$ cat config.mk
export PLATFORM = sky130hd
export DESIGN_NAME = rila_gateway
export DESIGN_NICKNAME = d
export VERILOG_FILES = /design/src/hw/rila_pkg.sv /design/src/hw/rila_strobe_if.sv /design/src/hw/rila_access_timer.sv /design/src/hw/rila_gateway.sv
export SDC_FILE = /design/constraint.sdc
export NUM_CORES = 1
export LEC_CHECK = 0
export BUFFER_PORTS_ARGS = -buffer_cell sky130_fd_sc_hd__buf_2
export CAP_MARGIN = 20
export CORE_MARGIN = 5
export CORE_UTILIZATION = 50
export CTS_BUF_LIST = sky130_fd_sc_hd__clkbuf_8
export CTS_CLUSTER_DIAMETER = 150
export DETAILED_ROUTE_END_ITERATION = 10
export PLACE_DENSITY_LB_ADDON = 0.3
export SYNTH_ARGS = -nofsm -noshare
export SYNTH_HDL_FRONTEND = slang
export SYNTH_SLANG_ARGS = --single-unit
$ cat constraint.sdc
create_clock -name CLK_IN -period 2.51 [get_ports CLK_IN]
set_clock_uncertainty 0.1 [all_clocks]
set_input_delay 0.251 -clock CLK_IN [delete_from_list [all_inputs] [get_ports CLK_IN]]
set_output_delay 0.251 -clock CLK_IN [all_outputs]
set_load 0.02 [all_outputs]
$ cat src/hw/rila_pkg.sv
// package for the indirect clock-register gateway: offsets, fields, resets, timing
// assumes a byte-wide special-function register port on the system clock
// Contract
// - key register reads state code 0 locked, 1 awaiting, 2 unlocked, 3 disabled.
// - writing first key then second key from locked unlocks the interface.
// - wrong value while awaiting second key disables until system reset.
// - any key register write while unlocked relocks the interface.
// - key writes while disabled are ignored until system reset.
// - address bit 7 shows busy; writing one starts an indirect read.
// - address bit 6 is the read/write autoread enable.
// - address bit 4 is the read/write short strobe enable.
// - address bits 3:0 select the internal register targeted.
// - address bit 5 reads zero and ignores writes.
// - address auto-increments after accesses to snapshot or alarm bytes.
// - key and address registers reset to zero.
// - a data port write starts an indirect write to the selected register.
// - with autoread on, each data port read starts the next indirect read.
// - indirect access attempted while locked disables the interface.
// - an access takes seven clocks, six with short strobe.
package rila_pkg;
  localparam logic [7:0] RILA_ADDR_CTRL_OFS  = 8'hac;
  localparam logic [7:0] RILA_DATA_OFS       = 8'had;
  localparam logic [7:0] RILA_KEY_OFS        = 8'hae;
  localparam logic [7:0] RILA_KEY_FIRST      = 8'ha5;
  localparam logic [7:0] RILA_KEY_SECOND     = 8'hf1;
  localparam int         RILA_BUSY_BIT       = 7;
  localparam int         RILA_AUTOREAD_ENABLE_BIT     = 6;
  localparam int         RILA_SHORT_BIT      = 4;
  localparam logic [7:0] RILA_ADDR_CTRL_RST  = 8'h00;
  localparam logic [7:0] RILA_DATA_RST       = 8'h00;
  localparam logic [7:0] RILA_ST_LOCKED      = 8'h00;
  localparam logic [7:0] RILA_ST_WAIT2       = 8'h01;
  localparam logic [7:0] RILA_ST_UNLOCKED    = 8'h02;
  localparam logic [7:0] RILA_ST_DISABLED    = 8'h03;
  localparam logic [3:0] RILA_SNAP_LAST      = 4'h3;
  localparam logic [3:0] RILA_ALARM_FIRST    = 4'h8;
  localparam logic [3:0] RILA_ALARM_LAST     = 4'hb;
  localparam logic [3:0] RILA_ACC_LONG_CYC   = 4'h7;
  localparam logic [3:0] RILA_ACC_SHORT_CYC  = 4'h6;
  typedef enum logic [1:0] {RILA_LOCKED, RILA_WAIT2, RILA_UNLOCKED, RILA_DISABLED}
    rila_key_state_type;
endpackage

$ cat src/hw/rila_strobe_if.sv
// carrier between the gateway and its access timer
// assumes both ends share the system clock
interface rila_strobe_if;
  logic       start;
  logic       short_en;
  logic       busy;
  logic       done;
  modport ctrl (output start, output short_en, input busy, input done);
  modport tmr  (input start, input short_en, output busy, output done);
endinterface

$ cat src/hw/rila_access_timer.sv
// access timer: times one indirect transfer, 7 or 6 clocks
// assumes start only while idle
module rila_access_timer
  import rila_pkg::*;
(
  input  wire logic    clk_in,
  input  wire logic    rst_n_in,
  rila_strobe_if.tmr   strb
);
  logic [3:0] cnt_reg;
  logic [3:0] cnt_next;
  logic [3:0] load_val;

  // ----------------------------------------
  // cycle count
  // ----------------------------------------
  // seven or six clocks
  assign load_val = strb.short_en ? RILA_ACC_SHORT_CYC : RILA_ACC_LONG_CYC;
  assign cnt_next = (strb.start && cnt_reg == 4'h0) ? load_val
                  : (cnt_reg != 4'h0) ? cnt_reg - 4'h1 : 4'h0;
  assign strb.busy = (cnt_reg != 4'h0);
  assign strb.done = (cnt_reg == 4'h1);

  always_ff @(posedge clk_in)
  begin
    if (!rst_n_in)
      cnt_reg <= 4'h0;
    else
      cnt_reg <= cnt_next;
  end
endmodule // rila_access_timer

$ cat src/hw/rila_gateway.sv
// gateway: key lock, address/control and data port onto internal clock registers
// assumes one byte-wide register write or read strobe per cycle from the processor
module rila_gateway
  import rila_pkg::*;
(
  input  wire logic       CLK_IN,
  input  wire logic       RST_N_IN,
  input  wire logic [7:0] REG_ADDR_IN,
  input  wire logic [7:0] REG_WDATA_IN,
  input  wire logic       REG_WR_IN,
  input  wire logic       REG_RD_IN,
  input  wire logic [7:0] INT_RDATA_IN,
  output logic      [7:0] REG_RDATA_OUT,
  output logic      [3:0] INT_ADDR_OUT,
  output logic      [7:0] INT_WDATA_OUT,
  output logic            INT_WR_OUT,
  output logic            INT_RD_OUT
);
  rila_key_state_type key_reg;
  rila_key_state_type key_next;
  logic [7:0] addr_ctrl_reg;
  logic [7:0] addr_ctrl_next;
  logic [7:0] data_reg;
  logic [7:0] data_next;
  logic       op_wr_reg;
  logic       op_wr_next;
  logic [7:0] rdata_next;

  rila_strobe_if strb ();

  rila_access_timer u_timer (
    .clk_in   (CLK_IN),
    .rst_n_in (RST_N_IN),
    .strb     (strb)
  );

  // ----------------------------------------
  // decode
  // ----------------------------------------
  wire key_wr   = REG_WR_IN && REG_ADDR_IN == RILA_KEY_OFS;
  wire adr_wr   = REG_WR_IN && REG_ADDR_IN == RILA_ADDR_CTRL_OFS;
  wire dat_wr   = REG_WR_IN && REG_ADDR_IN == RILA_DATA_OFS;
  wire dat_rd   = REG_RD_IN && REG_ADDR_IN == RILA_DATA_OFS;
  wire unlocked = key_reg == RILA_UNLOCKED;
  wire busy     = strb.busy;
  // an accepted control write that also starts an access takes effect at once,
  // so the read strobe never shows a stale target or strobe length
  wire [7:0] ctrl_eff = (unlocked && adr_wr && !busy) ? REG_WDATA_IN : addr_ctrl_reg;
  wire [3:0] sel_addr = addr_ctrl_reg[3:0];
  wire auto_inc = sel_addr <= RILA_SNAP_LAST ||
                  (sel_addr >= RILA_ALARM_FIRST && sel_addr <= RILA_ALARM_LAST);
  wire rd_req = adr_wr && REG_WDATA_IN[RILA_BUSY_BIT];
  wire auto_rd = dat_rd && addr_ctrl_reg[RILA_AUTOREAD_ENABLE_BIT];
  wire any_req = rd_req || auto_rd || dat_wr;
  wire start   = unlocked && !busy && (rd_req || auto_rd || dat_wr);
  wire locked_try = !unlocked && (adr_wr || any_req);

  assign strb.start    = start;
  assign strb.short_en = ctrl_eff[RILA_SHORT_BIT];

  // ----------------------------------------
  // lock and key
  // ----------------------------------------
  always_comb
  begin
    key_next = key_reg;
    if (locked_try && key_reg != RILA_DISABLED)
      key_next = RILA_DISABLED;
    else if (key_wr)
      unique case (key_reg)
        RILA_LOCKED:
          key_next = (REG_WDATA_IN == RILA_KEY_FIRST) ? RILA_WAIT2 : RILA_DISABLED;
        RILA_WAIT2:
          key_next = (REG_WDATA_IN == RILA_KEY_SECOND) ? RILA_UNLOCKED : RILA_DISABLED;
        RILA_UNLOCKED:
          key_next = RILA_LOCKED;
        RILA_DISABLED:
          key_next = RILA_DISABLED;
      endcase
  end

  // ----------------------------------------
  // address/control and data
  // ----------------------------------------
  always_comb
  begin
    addr_ctrl_next = addr_ctrl_reg;
    data_next      = data_reg;
    op_wr_next     = op_wr_reg;
    if (start)
      op_wr_next = dat_wr;
    if (unlocked && adr_wr && !busy)
    begin
      addr_ctrl_next[RILA_AUTOREAD_ENABLE_BIT] = REG_WDATA_IN[RILA_AUTOREAD_ENABLE_BIT];
      addr_ctrl_next[RILA_SHORT_BIT]  = REG_WDATA_IN[RILA_SHORT_BIT];
      addr_ctrl_next[3:0]             = REG_WDATA_IN[3:0];
    end
    if (unlocked && dat_wr && !busy)
      data_next = REG_WDATA_IN;
    if (strb.done)
    begin
      if (!op_wr_reg)
        data_next = INT_RDATA_IN;
      if (auto_inc)
        addr_ctrl_next[3:0] = sel_addr + 4'h1;
    end
    addr_ctrl_next[5] = 1'b0;
    addr_ctrl_next[RILA_BUSY_BIT] = 1'b0;
  end

  wire [7:0] key_code = (key_reg == RILA_LOCKED)   ? RILA_ST_LOCKED
                      : (key_reg == RILA_WAIT2)    ? RILA_ST_WAIT2
                      : (key_reg == RILA_UNLOCKED) ? RILA_ST_UNLOCKED : RILA_ST_DISABLED;
  wire [7:0] adr_view = {strb.busy, addr_ctrl_reg[6:0]};

  always_comb
  begin
    rdata_next = 8'h00;
    if (REG_RD_IN)
      unique case (REG_ADDR_IN)
        RILA_KEY_OFS:       rdata_next = key_code;
        RILA_ADDR_CTRL_OFS: rdata_next = unlocked ? adr_view : 8'h00;
        RILA_DATA_OFS:      rdata_next = unlocked ? data_reg : 8'h00;
        default:            rdata_next = 8'h00;
      endcase
  end

  // ----------------------------------------
  // state
  // ----------------------------------------
  always_ff @(posedge CLK_IN)
  begin
    if (!RST_N_IN)
    begin
      key_reg       <= RILA_LOCKED;
      addr_ctrl_reg <= RILA_ADDR_CTRL_RST;
      data_reg      <= RILA_DATA_RST;
      op_wr_reg     <= 1'b0;
    end
    else
    begin
      key_reg       <= key_next;
      addr_ctrl_reg <= addr_ctrl_next;
      data_reg      <= data_next;
      op_wr_reg     <= op_wr_next;
    end
  end

  // ----------------------------------------
  // register read data and internal side, all registered
  // ----------------------------------------
  always_ff @(posedge CLK_IN)
  begin
    if (!RST_N_IN)
    begin
      REG_RDATA_OUT <= 8'h00;
      INT_ADDR_OUT  <= 4'h0;
      INT_WDATA_OUT <= 8'h00;
      INT_WR_OUT    <= 1'b0;
      INT_RD_OUT    <= 1'b0;
    end
    else
    begin
      REG_RDATA_OUT <= rdata_next;
      INT_WR_OUT    <= strb.done && op_wr_reg;
      INT_RD_OUT    <= start && !dat_wr;
      INT_WDATA_OUT <= data_reg;
      INT_ADDR_OUT  <= ctrl_eff[3:0];
    end
  end
endmodule // rila_gateway

==> results of run 1 <==
[Yosys cell counts, drive strengths merged (2+ instances only)]
cell,count,area (sq um)
dfxtp,43,861
o21ai,21,105
a21oi,19,95.1
nor2,18,67.6
nand2,13,56.3
a31oi,9,56.3
and2,8,50.1
mux2i,8,80.1
buf,7,46.3
inv,6,22.5
nor3,6,30.0
clkbuf,5,20.0
nand3,4,20.0
and4,3,28.8
ha,3,37.5
nor3b,3,27.5
and3,2,12.5
and4bb,2,25.0
nand2b,2,12.5
nand4,2,12.5
nor2b,2,12.5
o21a,2,15.0
o221a,2,22.5
[power by group]
part	total, mW	switching (mW)	internal, mW
Clock	0.624	0.231	0.393
Sequential	0.887	0.0820	0.805
Combinational	0.568	0.343	0.225
Total	2.08	0.656	1.42
[critical path: stages (launching register included)]
cell and delay, ns:
dfxtp_1 0.32, inv_1 0.08, ha_1 0.22, nor3b_2 0.40
and4_1 0.44, mux2i_1 0.27, a31o_1 0.16
[how the worst max path moves through the flow]
| stage | slack (ns) | depth (start not counted) | to | startpoint |
|---|---|---|---|---|
| after global routing | 0.26 | 6 | data_reg[6]$_SDFF_PN0_ | u_timer.cnt_reg[1]$_SDFF_PN0_ |
| after global placement | 0.58 | 6 | u_timer.cnt_reg[0]$_SDFF_PN0_ | u_timer.cnt_reg[0]$_SDFF_PN0_ |
| after detailed placement | 0.50 | 6 | u_timer.cnt_reg[0]$_SDFF_PN0_ | u_timer.cnt_reg[0]$_SDFF_PN0_ |
| after floorplan | 0.77 | 7 | u_timer.cnt_reg[0]$_SDFF_PN0_ | u_timer.cnt_reg[0]$_SDFF_PN0_ |
| final | 0.48 | 6 | u_timer.cnt_reg[0]$_SDFF_PN0_ | u_timer.cnt_reg[1]$_SDFF_PN0_ |
| after CTS | 0.48 | 6 | u_timer.cnt_reg[0]$_SDFF_PN0_ | u_timer.cnt_reg[1]$_SDFF_PN0_ |
[routing by layer]
layer	routed length, um	vias to the layer above	global-route usage
li1	-	845	-
met1	2000	774	0.239
met2	2060	55	0.294
met3	316	9	0.0547
met4	82	0	0.0668
met5	0	-	0
[kinds of logic (layout without fill, tap and decap cells)]
family / Yosys count / count (layout) / share of synthesized area
flip-flops: 43 / 43 / 0.458
buffers and inverters: 18 / 65 / 0.0472
multiplexers: 8 / 8 / 0.0426
AO/OA/AOI/OAI: 60 / 60 / 0.188
AND/OR/NAND/NOR: 76 / 76 / 0.244
adder cells (fa/ha/maj): 3 / 3 / 0.0200
[layout make-up]
| type | instances | area share |
|---|---|---|
| tap | 48 | 0.0265 |
| multi-input combinational | 147 | 0.411 |
| timing repair buffer | 51 | 0.115 |
| sequential | 43 | 0.380 |
| clock inverter | 3 | 0.0281 |
| clock buffer | 5 | 0.0304 |
| inverter | 6 | 0.00993 |
==> flow_summary.json, run 1 <==
{
  "outcome": "completed",
  "ys_seq_area_frac": 0.458,
  "layout-drive-gt1-share": 0.271,
  "synth_nets": 239,
  "fin_hold_ws_ns": 0.137,
  "fillerInstances": 315,
  "cts_setup_buffers": 0,
  "rsz0062_at_grt": "false",
  "synth_area_sq_um": 1880,
  "postPlaceCellArea_sq_um": 2130,
  "totalWireLength_um": 4460,
  "clk_latency_ns": 0.30,
  "final_cell_mix": "buf_2, dfxtp_1, o21ai_0",
  "synth-warning-count": 0,
  "path_max_fanout": 7,
  "ctsHoldBuffers": 0,
  "tns_ns": 0,
  "cts_inserted_buffers": 5,
  "p_per_area_nw_per_um2": 917,
  "gr-total-overflow": 0,
  "fin_cells": 303,
  "die_h_um": 71.3,
  "multiInputGateArea_sq_um": 931,
  "post_drt_wl_per_cell_um": 14.7,
  "max_slew_margin": 0.689,
  "die_area_sq_um": 5090,
  "track_usage": 0.185,
  "hp-class": "in -> reg",
  "dp_slack_ns": 0.497,
  "place_inst": 295,
  "ys_ff_latch": 43,
  "ios": 50,
  "dp_hpwl_um": 3320,
  "start_kind": "flip-flop",
  "drt-vias-per-instance": 5.55,
  "cts_resized": 0,
  "avgSynthCellArea_sq_um": 9.04,
  "antenna_left": 0,
  "period_share": 0.810,
  "timing.final.ws_setup_ns": 0.476,
  "rows": 22,
  "coreArea_sq_um": 3660,
  "drtIter0Drc": 133,
  "grt_max_degree": 26,
  "final_common_cell": "buf_2",
  "cts_tree": "done",
  "crit_arrival_ns": 2.18,
  "required_ns": 2.65,
  "p_leak_nw": 0.955,
  "ir_drop_v": 0.000536,
  "htreeDepth": 2,
  "areaGrowthSynthToFinish_pct": 20.6,
  "total_power_mw": 2.08,
  "yosysUniqueCellTypes": 47,
  "min_from": "INT_RDATA_IN[0]",
  "synth_ff_type": "dfxtp_1",
  "drc": 0,
  "r2r_cells": 6,
  "numPortBuffers": 49,
  "synthArstFlopShare": 0,
  "cp-end-kind": "flip-flop",
  "whs_endpoint": "data_reg[0]$_SDFF_PN0_",
  "antenna_found_initial": 0,
  "vias": 1683,
  "firstDrtPassIters": 4,
  "synth_edf_count": 0,
  "min_period_ns": 2.03,
  "timing.fmax_mhz": 492,
  "maxSlewViolCount": 0,
  "tightest_slew_ns": 0.464,
  "rrSetupSlack_ns": 0.48,
  "min_path_cells": 3,
  "clockBufferDepth": 2,
  "r2r-end": "u_timer.cnt_reg[0]$_SDFF_PN0_",
  "cts.clk_slew.worst_paths_ns": 0.07,
  "critPathKind": "reg -> reg",
  "hold_viol": 0,
  "cap_viol_max_count": 0,
  "finalSetupViolCount": 0,
  "final_area_sq_um": 2270,
  "place.gp.congestion": 0.869,
  "finish.utilization": 0.619,
  "syn_inst": 208,
  "start_util": 0.514,
  "grt_pass1_vias": 1573,
  "antenna_cells": 0,
  "cts-root-buf": "clkbuf_8",
  "numClockSinks": 43,
  "regArea_sq_um": 861,
  "die_w_um": 71.3,
  "grt_pass1_wl_um": 7470,
  "nNetsFinal": 285,
  "r2r-start": "u_timer.cnt_reg[1]$_SDFF_PN0_"
}
No activity file was read; power rests on OpenSTA's default activity.
==> inputs of run 2 (changes only) <==
--- a/config.mk
+++ b/config.mk
@@ -5,6 +5,7 @@
 export SDC_FILE = /design/constraint.sdc
 export NUM_CORES = 1
 export LEC_CHECK = 0
+export ABC_AREA = 1
 export BUFFER_PORTS_ARGS = -buffer_cell sky130_fd_sc_hd__buf_2
 export CAP_MARGIN = 20
 export CORE_MARGIN = 5
==> constraint.sdc (replaced) <==
create_clock -name CLK_IN -period 2.1 [get_ports CLK_IN]
set_clock_uncertainty 0.1 [all_clocks]
set_input_delay 0.21 -clock CLK_IN [delete_from_list [all_inputs] [get_ports CLK_IN]]
set_output_delay 0.21 -clock CLK_IN [all_outputs]
set_load 0.02 [all_outputs]
==> run 2 against run 1 <==
Net effect: hold slack got worse by 0.045 ns; setup slack got worse by 0.099 ns; critical path depth rose by 2; combinational power grew 16%; wire length is 2.2% lower; first-iteration DRC count increased by 17%; flip-flop and latch count is the same; register-to-register slack got worse by 0.099 ns; non-clock buffer count shrank 1; die area grew 3.0%; via count grew 7.2%; area after synthesis grew 3.5%; critical endpoint is now data_reg[6]$_SDFF_PN0_.
==> flow_summary.json, run 2 <==
{
  "cap_viol_max_count": 0,
  "synth_top_cell_by_area": "dfxtp_1",
  "tns_ns": 0,
  "required_ns": 2.17,
  "start_kind": "flip-flop",
  "setup.worst_path.start": "u_timer.cnt_reg[0]$_SDFF_PN0_",
  "ctsHoldBuffers": 0,
  "drtIter0Drc": 156,
  "drc": 0,
  "firstDrtPassIters": 4,
  "critPathSlowestCell": "dfxtp_1",
  "p_per_area_nw_per_um2": 1010,
  "synth-warning-count": 0,
  "r2r-start": "u_timer.cnt_reg[0]$_SDFF_PN0_",
  "gr-total-overflow": 0,
  "place.gp.congestion": 0.816,
  "worst_path_most_repeated_cell": "nand2_1",
  "coreArea_sq_um": 3720,
  "period_share": 0.820,
  "yosysUniqueCellTypes": 28,
  "total_power_mw": 2.36,
  "die_h_um": 72.4,
  "cts_resized": 0,
  "dp_hpwl_um": 3400,
  "vias": 1804,
  "synth_area_sq_um": 1950,
  "netlist.area_leader.share": 0.442,
  "syn_inst": 278,
  "finalSetupViolCount": 0,
  "drt-vias-per-instance": 4.76,
  "track_usage": 0.171,
  "cts.clk_slew.worst_paths_ns": 0.08,
  "crit_arrival_ns": 1.80,
  "cts-root-buf": "clkbuf_8",
  "outcome": "completed",
  "synth_ff_type": "dfxtp_1",
  "antenna_cells": 0,
  "r2r-end": "data_reg[6]$_SDFF_PN0_",
  "yosysMostFrequentCell": "nand2_1",
  "cp-end-kind": "flip-flop",
  "ys_seq_area_frac": 0.442,
  "worstPathCellList": "inv_1 -> ha_1 -> nand2_1 -> nor2_8 -> nand2_2 -> nand2_1 -> o21ai_1 -> a21oi_1",
  "critPathMaxStageDelay_ns": 0.35,
  "grt_pass1_wl_um": 6960,
  "final_cell_mix": "nand2_1, buf_2, dfxtp_1, inv_1, a21oi_1",
  "ir_drop_v": 0.000744,
  "whs_endpoint": "addr_ctrl_reg[6]$_SDFFE_PN0P_",
  "final_common_cell": "nand2_1",
  "antenna_found_initial": 0,
  "synth_common_cells": "nand2_1, dfxtp_1, inv_1",
  "clockBufferDepth": 2,
  "synthArstFlopShare": 0,
  "grt_max_degree": 27,
  "rrSetupSlack_ns": 0.38,
  "ios": 50,
  "tightest_slew_ns": 0.475,
  "critPathKind": "reg -> reg",
  "nNetsFinal": 361,
  "path_max_fanout": 17,
  "synth_nets": 309,
  "hp-class": "in -> reg",
  "p_leak_nw": 1.27,
  "grt_pass1_vias": 1559,
  "cts_setup_buffers": 0,
  "maxSlewViolCount": 0,
  "rows": 22,
  "max_slew_margin": 0.683,
  "synthTopCellsByArea": "dfxtp_1, nand2_1, inv_1",
  "totalWireLength_um": 4360,
  "synth_edf_count": 0,
  "cts_inserted_buffers": 5,
  "ys_ff_latch": 43,
  "crit_cells": 8,
  "hold_viol": 0,
  "timing.fmax_mhz": 581,
  "die_w_um": 72.4,
  "die_area_sq_um": 5240,
  "post_drt_wl_per_cell_um": 11.5,
  "numClockSinks": 43,
  "r2r_cells": 8,
  "rsz0062_at_grt": "false",
  "min_from": "REG_WDATA_IN[6]",
  "cts_tree": "done",
  "min_path_cells": 3,
  "critPathTopFamily": "simple AND/OR/NAND/NOR gates",
  "htreeDepth": 2,
  "min_period_ns": 1.72,
  "layout-drive-gt1-share": 0.215,
  "numPortBuffers": 49,
  "antenna_left": 0,
  "areaGrowthSynthToFinish_pct": 20.4,
  "clk_latency_ns": 0.29,
  "avgSynthCellArea_sq_um": 7.00,
  "crit_buf_inv": 1,
  "start_util": 0.524
}
run 2: cell count changes in the layout (fill, tap and decap cells not counted), moves of 8 or more:
cell,before,now
nand2_1,12,86
inv_1,7,43
o21ai_1,0,10
a31oi_1,9,1
and2_1,8,0
mux2i_1,8,0
nand3_1,4,12
o21ai_0,21,13
run 2: layout make-up:
type / count / area [sq um]
Fill cell: 345 / 1370
Multi-Input combinational cell: 182 / 876
Sequential cell: 43 / 861
Timing Repair Buffer: 50 / 253
Inverter: 48 / 180
Clock buffer: 5 / 68.8
Tap cell: 48 / 60.1
Clock inverter: 3 / 43.8
run 2: worst max path at each step:
stage | endpoint
final | data_reg[6]$_SDFF_PN0_
after global routing | addr_ctrl_reg[2]$_SDFF_PN0_
after CTS | data_reg[6]$_SDFF_PN0_
after detailed placement | data_reg[7]$_SDFF_PN0_
after global placement | u_timer.cnt_reg[0]$_SDFF_PN0_
after floorplan | INT_ADDR_OUT[2]$_SDFF_PN0_
run 2: layer usage:
metal | GRT usage | vias to the layer above | part of all wire
met4 | 0.0697 | 0 | 0.0087
li1 | - | 970 | -
met2 | 0.280 | 52 | 0.48
met3 | 0.0485 | 4 | 0.075
met5 | 0 | - | 0
met1 | 0.212 | 778 | 0.44
run 2: cells by family (layout without fill, tap and decap cells):
group	Yosys count	after routing	synth area share
AND/OR/NAND/NOR	127	127	0.286
XOR/XNOR	1	1	0.00450
buffers and inverters	53	106	0.107
adder cells (fa/ha/maj)	3	3	0.0193
flip-flops	43	43	0.442
AO/OA/AOI/OAI	51	51	0.140
run 2: report_power, final:
| group | internal, mW | switching [mW] | leakage, nW | total, mW |
|---|---|---|---|---|
| Sequential | 0.972 | 0.0908 | 0.349 | 1.06 |
| Clock | 0.354 | 0.279 | 0.0581 | 0.633 |
| Combinational | 0.243 | 0.418 | 0.859 | 0.661 |
| Total | 1.57 | 0.787 | 1.27 | 2.36 |
run 2: worst min-delay path, cell delays in order:
cell     delay [ns]
buf_2          0.12
inv_1          0.06
a21oi_1        0.05
run 2: through the flow:
step | cell area [sq um] | setup WS (ns) | instances | hold slack [ns] | util
6_report | 2340 | 0.378 | 379 | 0.0923 | 0.630
5_1_grt | 2340 | 0.195 | 379 | 0.103 | 0.630
4_1_cts | 2340 | 0.362 | 379 | 0.0873 | 0.630
3_5_place_dp | 2230 | 0.378 | 371 | 0.321 | 0.600
3_3_place_gp | 2230 | 0.423 | 371 | 0.314 | 0.600
2_1_floorplan | 1950 | 0.565 | 278 | 0.258 | -
==> inputs of run 3 (changes only) <==
--- a/config.mk
+++ b/config.mk
@@ -9,7 +9,7 @@
 export BUFFER_PORTS_ARGS = -buffer_cell sky130_fd_sc_hd__buf_2
 export CAP_MARGIN = 20
 export CORE_MARGIN = 5
-export CORE_UTILIZATION = 50
+export CORE_UTILIZATION = 49
 export CTS_BUF_LIST = sky130_fd_sc_hd__clkbuf_8
 export CTS_CLUSTER_DIAMETER = 150
 export DETAILED_ROUTE_END_ITERATION = 10
==> constraint.sdc (replaced) <==
create_clock -name CLK_IN -period 1.4 [get_ports CLK_IN]
set_clock_uncertainty 0.1 [all_clocks]
set_input_delay 0.14 -clock CLK_IN [delete_from_list [all_inputs] [get_ports CLK_IN]]
set_output_delay 0.14 -clock CLK_IN [all_outputs]
set_load 0.02 [all_outputs]
==> run 3 against run 2 <==
Net effect: final cell count rose by 7.7%; largest cell class unchanged; via count rose by 10%; sequential power rose by 52%; hold slack got worse by 0.079 ns; utilization rose by 5.4 points; die area rose by 1.8%; setup slack got worse by 0.48 ns; clock-buffer cell count did not move; the flow now finishes with violations (negative setup slack); power rose by 65%; global-route usage rose by 1.1 points.
==> flow_summary.json, run 3 (synthesis results as in run 2) <==
{
  "outcome": "finished, violations left",
  "violations": "negative setup slack",
  "timing.fmax_mhz": 667,
  "intPower_mw": 2.50,
  "antenna_cells": 0,
  "numClockSinks": 43,
  "p_leak_nw": 1.42,
  "vias": 1984,
  "post_drt_wl_per_cell_um": 11.8,
  "setup.worst_path.start": "REG_ADDR_IN[1]",
  "cts_inserted_buffers": 5,
  "start_kind": "input pin",
  "antenna_found_initial": 0,
  "grtUsageMet1": 0.238,
  "cts_tree": "done",
  "ios": 50,
  "dp_hpwl_um": 3720,
  "place_inst": 398,
  "tightest_slew_ns": 0.625,
  "coreArea_sq_um": 3910,
  "critPathSlowestCell": "nor2_1",
  "hp-class": "in -> reg",
  "drtIter0Drc": 111,
  "fin_cells": 408,
  "path_max_fanout": 8,
  "critPathKind": "in -> reg",
  "die_w_um": 73.0,
  "start_util": 0.497,
  "period_share": 1.07,
  "tns_ns": -0.791,
  "worstPathCellList": "buf_2 -> inv_2 -> nand2_1 -> nor2_1 -> nand2_1 -> nor2_1 -> nand2_4 -> o21ai_2 -> a21oi_1",
  "crit_arrival_ns": 1.58,
  "drt-vias-per-instance": 4.86,
  "gr-total-overflow": 0,
  "critPathTopFamily": "simple AND/OR/NAND/NOR gates",
  "layout-drive-gt1-share": 0.363,
  "die_h_um": 73.0,
  "grt_pass1_wl_um": 7640,
  "r2r-start": "u_timer.cnt_reg[1]$_SDFF_PN0_",
  "final_cell_mix": "nand2_1, buf_2, inv_1",
  "min_from": "INT_RDATA_IN[4]",
  "max_slew_margin": 0.582,
  "cp-end-kind": "flip-flop",
  "areaGrowthSynthToFinish_pct": 37.6,
  "timing.final.ws_setup_ns": -0.0997,
  "finish.utilization": 0.684,
  "cts.clk_slew.worst_paths_ns": 0.08,
  "fin_hold_ws_ns": 0.0138,
  "grt_pass1_vias": 1767,
  "nNetsFinal": 388,
  "totalWireLength_um": 4820,
  "hold_viol": 0,
  "total_power_mw": 3.88,
  "clk_latency_ns": 0.29,
  "grt_max_degree": 21,
  "required_ns": 1.49,
  "track_usage": 0.182,
  "grt_use_met3": 0.0413,
  "clockBufferDepth": 2,
  "regArea_sq_um": 865,
  "numPortBuffers": 49,
  "ctsHoldBuffers": 0,
  "switching_share": 0.355,
  "p_per_area_nw_per_um2": 1450,
  "power_switching_mw": 1.38,
  "place.gp.congestion": 0.854,
  "critPathMaxStageDelay_ns": 0.49,
  "drc": 0,
  "busiest_layer": "met2",
  "cap_viol_max_count": 0,
  "cts-root-buf": "clkbuf_8",
  "met2_usage": 0.301,
  "maxSlewViolCount": 0,
  "multiInputGateArea_sq_um": 1030,
  "rsz0062_at_grt": "true",
  "htreeDepth": 2,
  "comb_power_share": 0.393,
  "seqPwrFrac": 0.414,
  "final_common_cell": "nand2_1",
  "finalSetupViolCount": 16,
  "firstDrtPassIters": 4,
  "min_period_ns": 1.50,
  "ir_drop_v": 0.000978,
  "clock_power_share": 0.193,
  "crit_buf_inv": 2,
  "fillerInstances": 343,
  "antenna_left": 0,
  "rows": 23,
  "die_area_sq_um": 5330
}
==> run 3: cell count changes in the layout (fill, tap and decap cells not counted), moves of 3 or more <==
cell / previous run / this run
a21oi_1: 23 / 20
a21oi_2: 0 / 3
buf_4: 1 / 26
dfxtp_1: 43 / 40
dfxtp_2: 0 / 3
nand2_1: 86 / 74
nand2_2: 1 / 8
nand2_4: 0 / 5
nand3_1: 12 / 8
nand3_2: 0 / 4
o21ai_0: 13 / 8
o21ai_2: 1 / 5
==> run 3: worst paths after layout <==
check	to	slack [ns]	cells after the start
hold reg to reg	INT_WDATA_OUT[5]$_SDFF_PN0_	0.33	2
setup / recovery	data_reg[3]$_SDFF_PN0_	-0.1	9
hold / removal	data_reg[4]$_SDFF_PN0_	0.01	3
setup reg to reg	data_reg[3]$_SDFF_PN0_	-0.08	8
==> run 3: power by group through the flow <==
stage	sequential [mW]	clock, mW	combinational (mW)
after floorplan	1.67	0	0.783
after global placement	1.62	0	1.34
after detailed placement	1.62	0	1.38
after CTS	1.60	0.772	1.40
after global routing	1.63	0.824	1.72
final	1.61	0.748	1.52
==> run 3: routing by layer <==
metal  vias up  routed length (um)
met5         -                   0
met4         0                  73
met3         6                 309
met2        52                2360
met1       904                2080
li1       1022                   -
==> run 3: tightest hold or removal path, cell delays in order <==
cell and delay [ns]:
buf_2 0.09, o21ai_2 0.06, a21oi_2 0.09
==> run 3: final cells by class <==
type,count,area share
Clock buffer,5,0.0257
Multi-Input combinational cell,183,0.385
Clock inverter,3,0.00607
Tap cell,50,0.0234
Inverter,48,0.0682
Timing Repair Buffer,76,0.169
Sequential cell,43,0.323
==> run 3: repair_timing <==
action	CTS	global route
cloned	0	1
pin swaps	2	4
gates resized for setup	13	29
setup buffers	0	1
endpoints found under the setup margin	18	24
==> run 3: through the flow <==
step | worst slack (ns) | area (sq um)
global placement | -0.0444 | 2440
CTS | -0.0695 | 2560
floorplan | 0.00922 | 1970
finish | -0.0997 | 2680
detailed placement | -0.0797 | 2440
global route | -0.187 | 2680
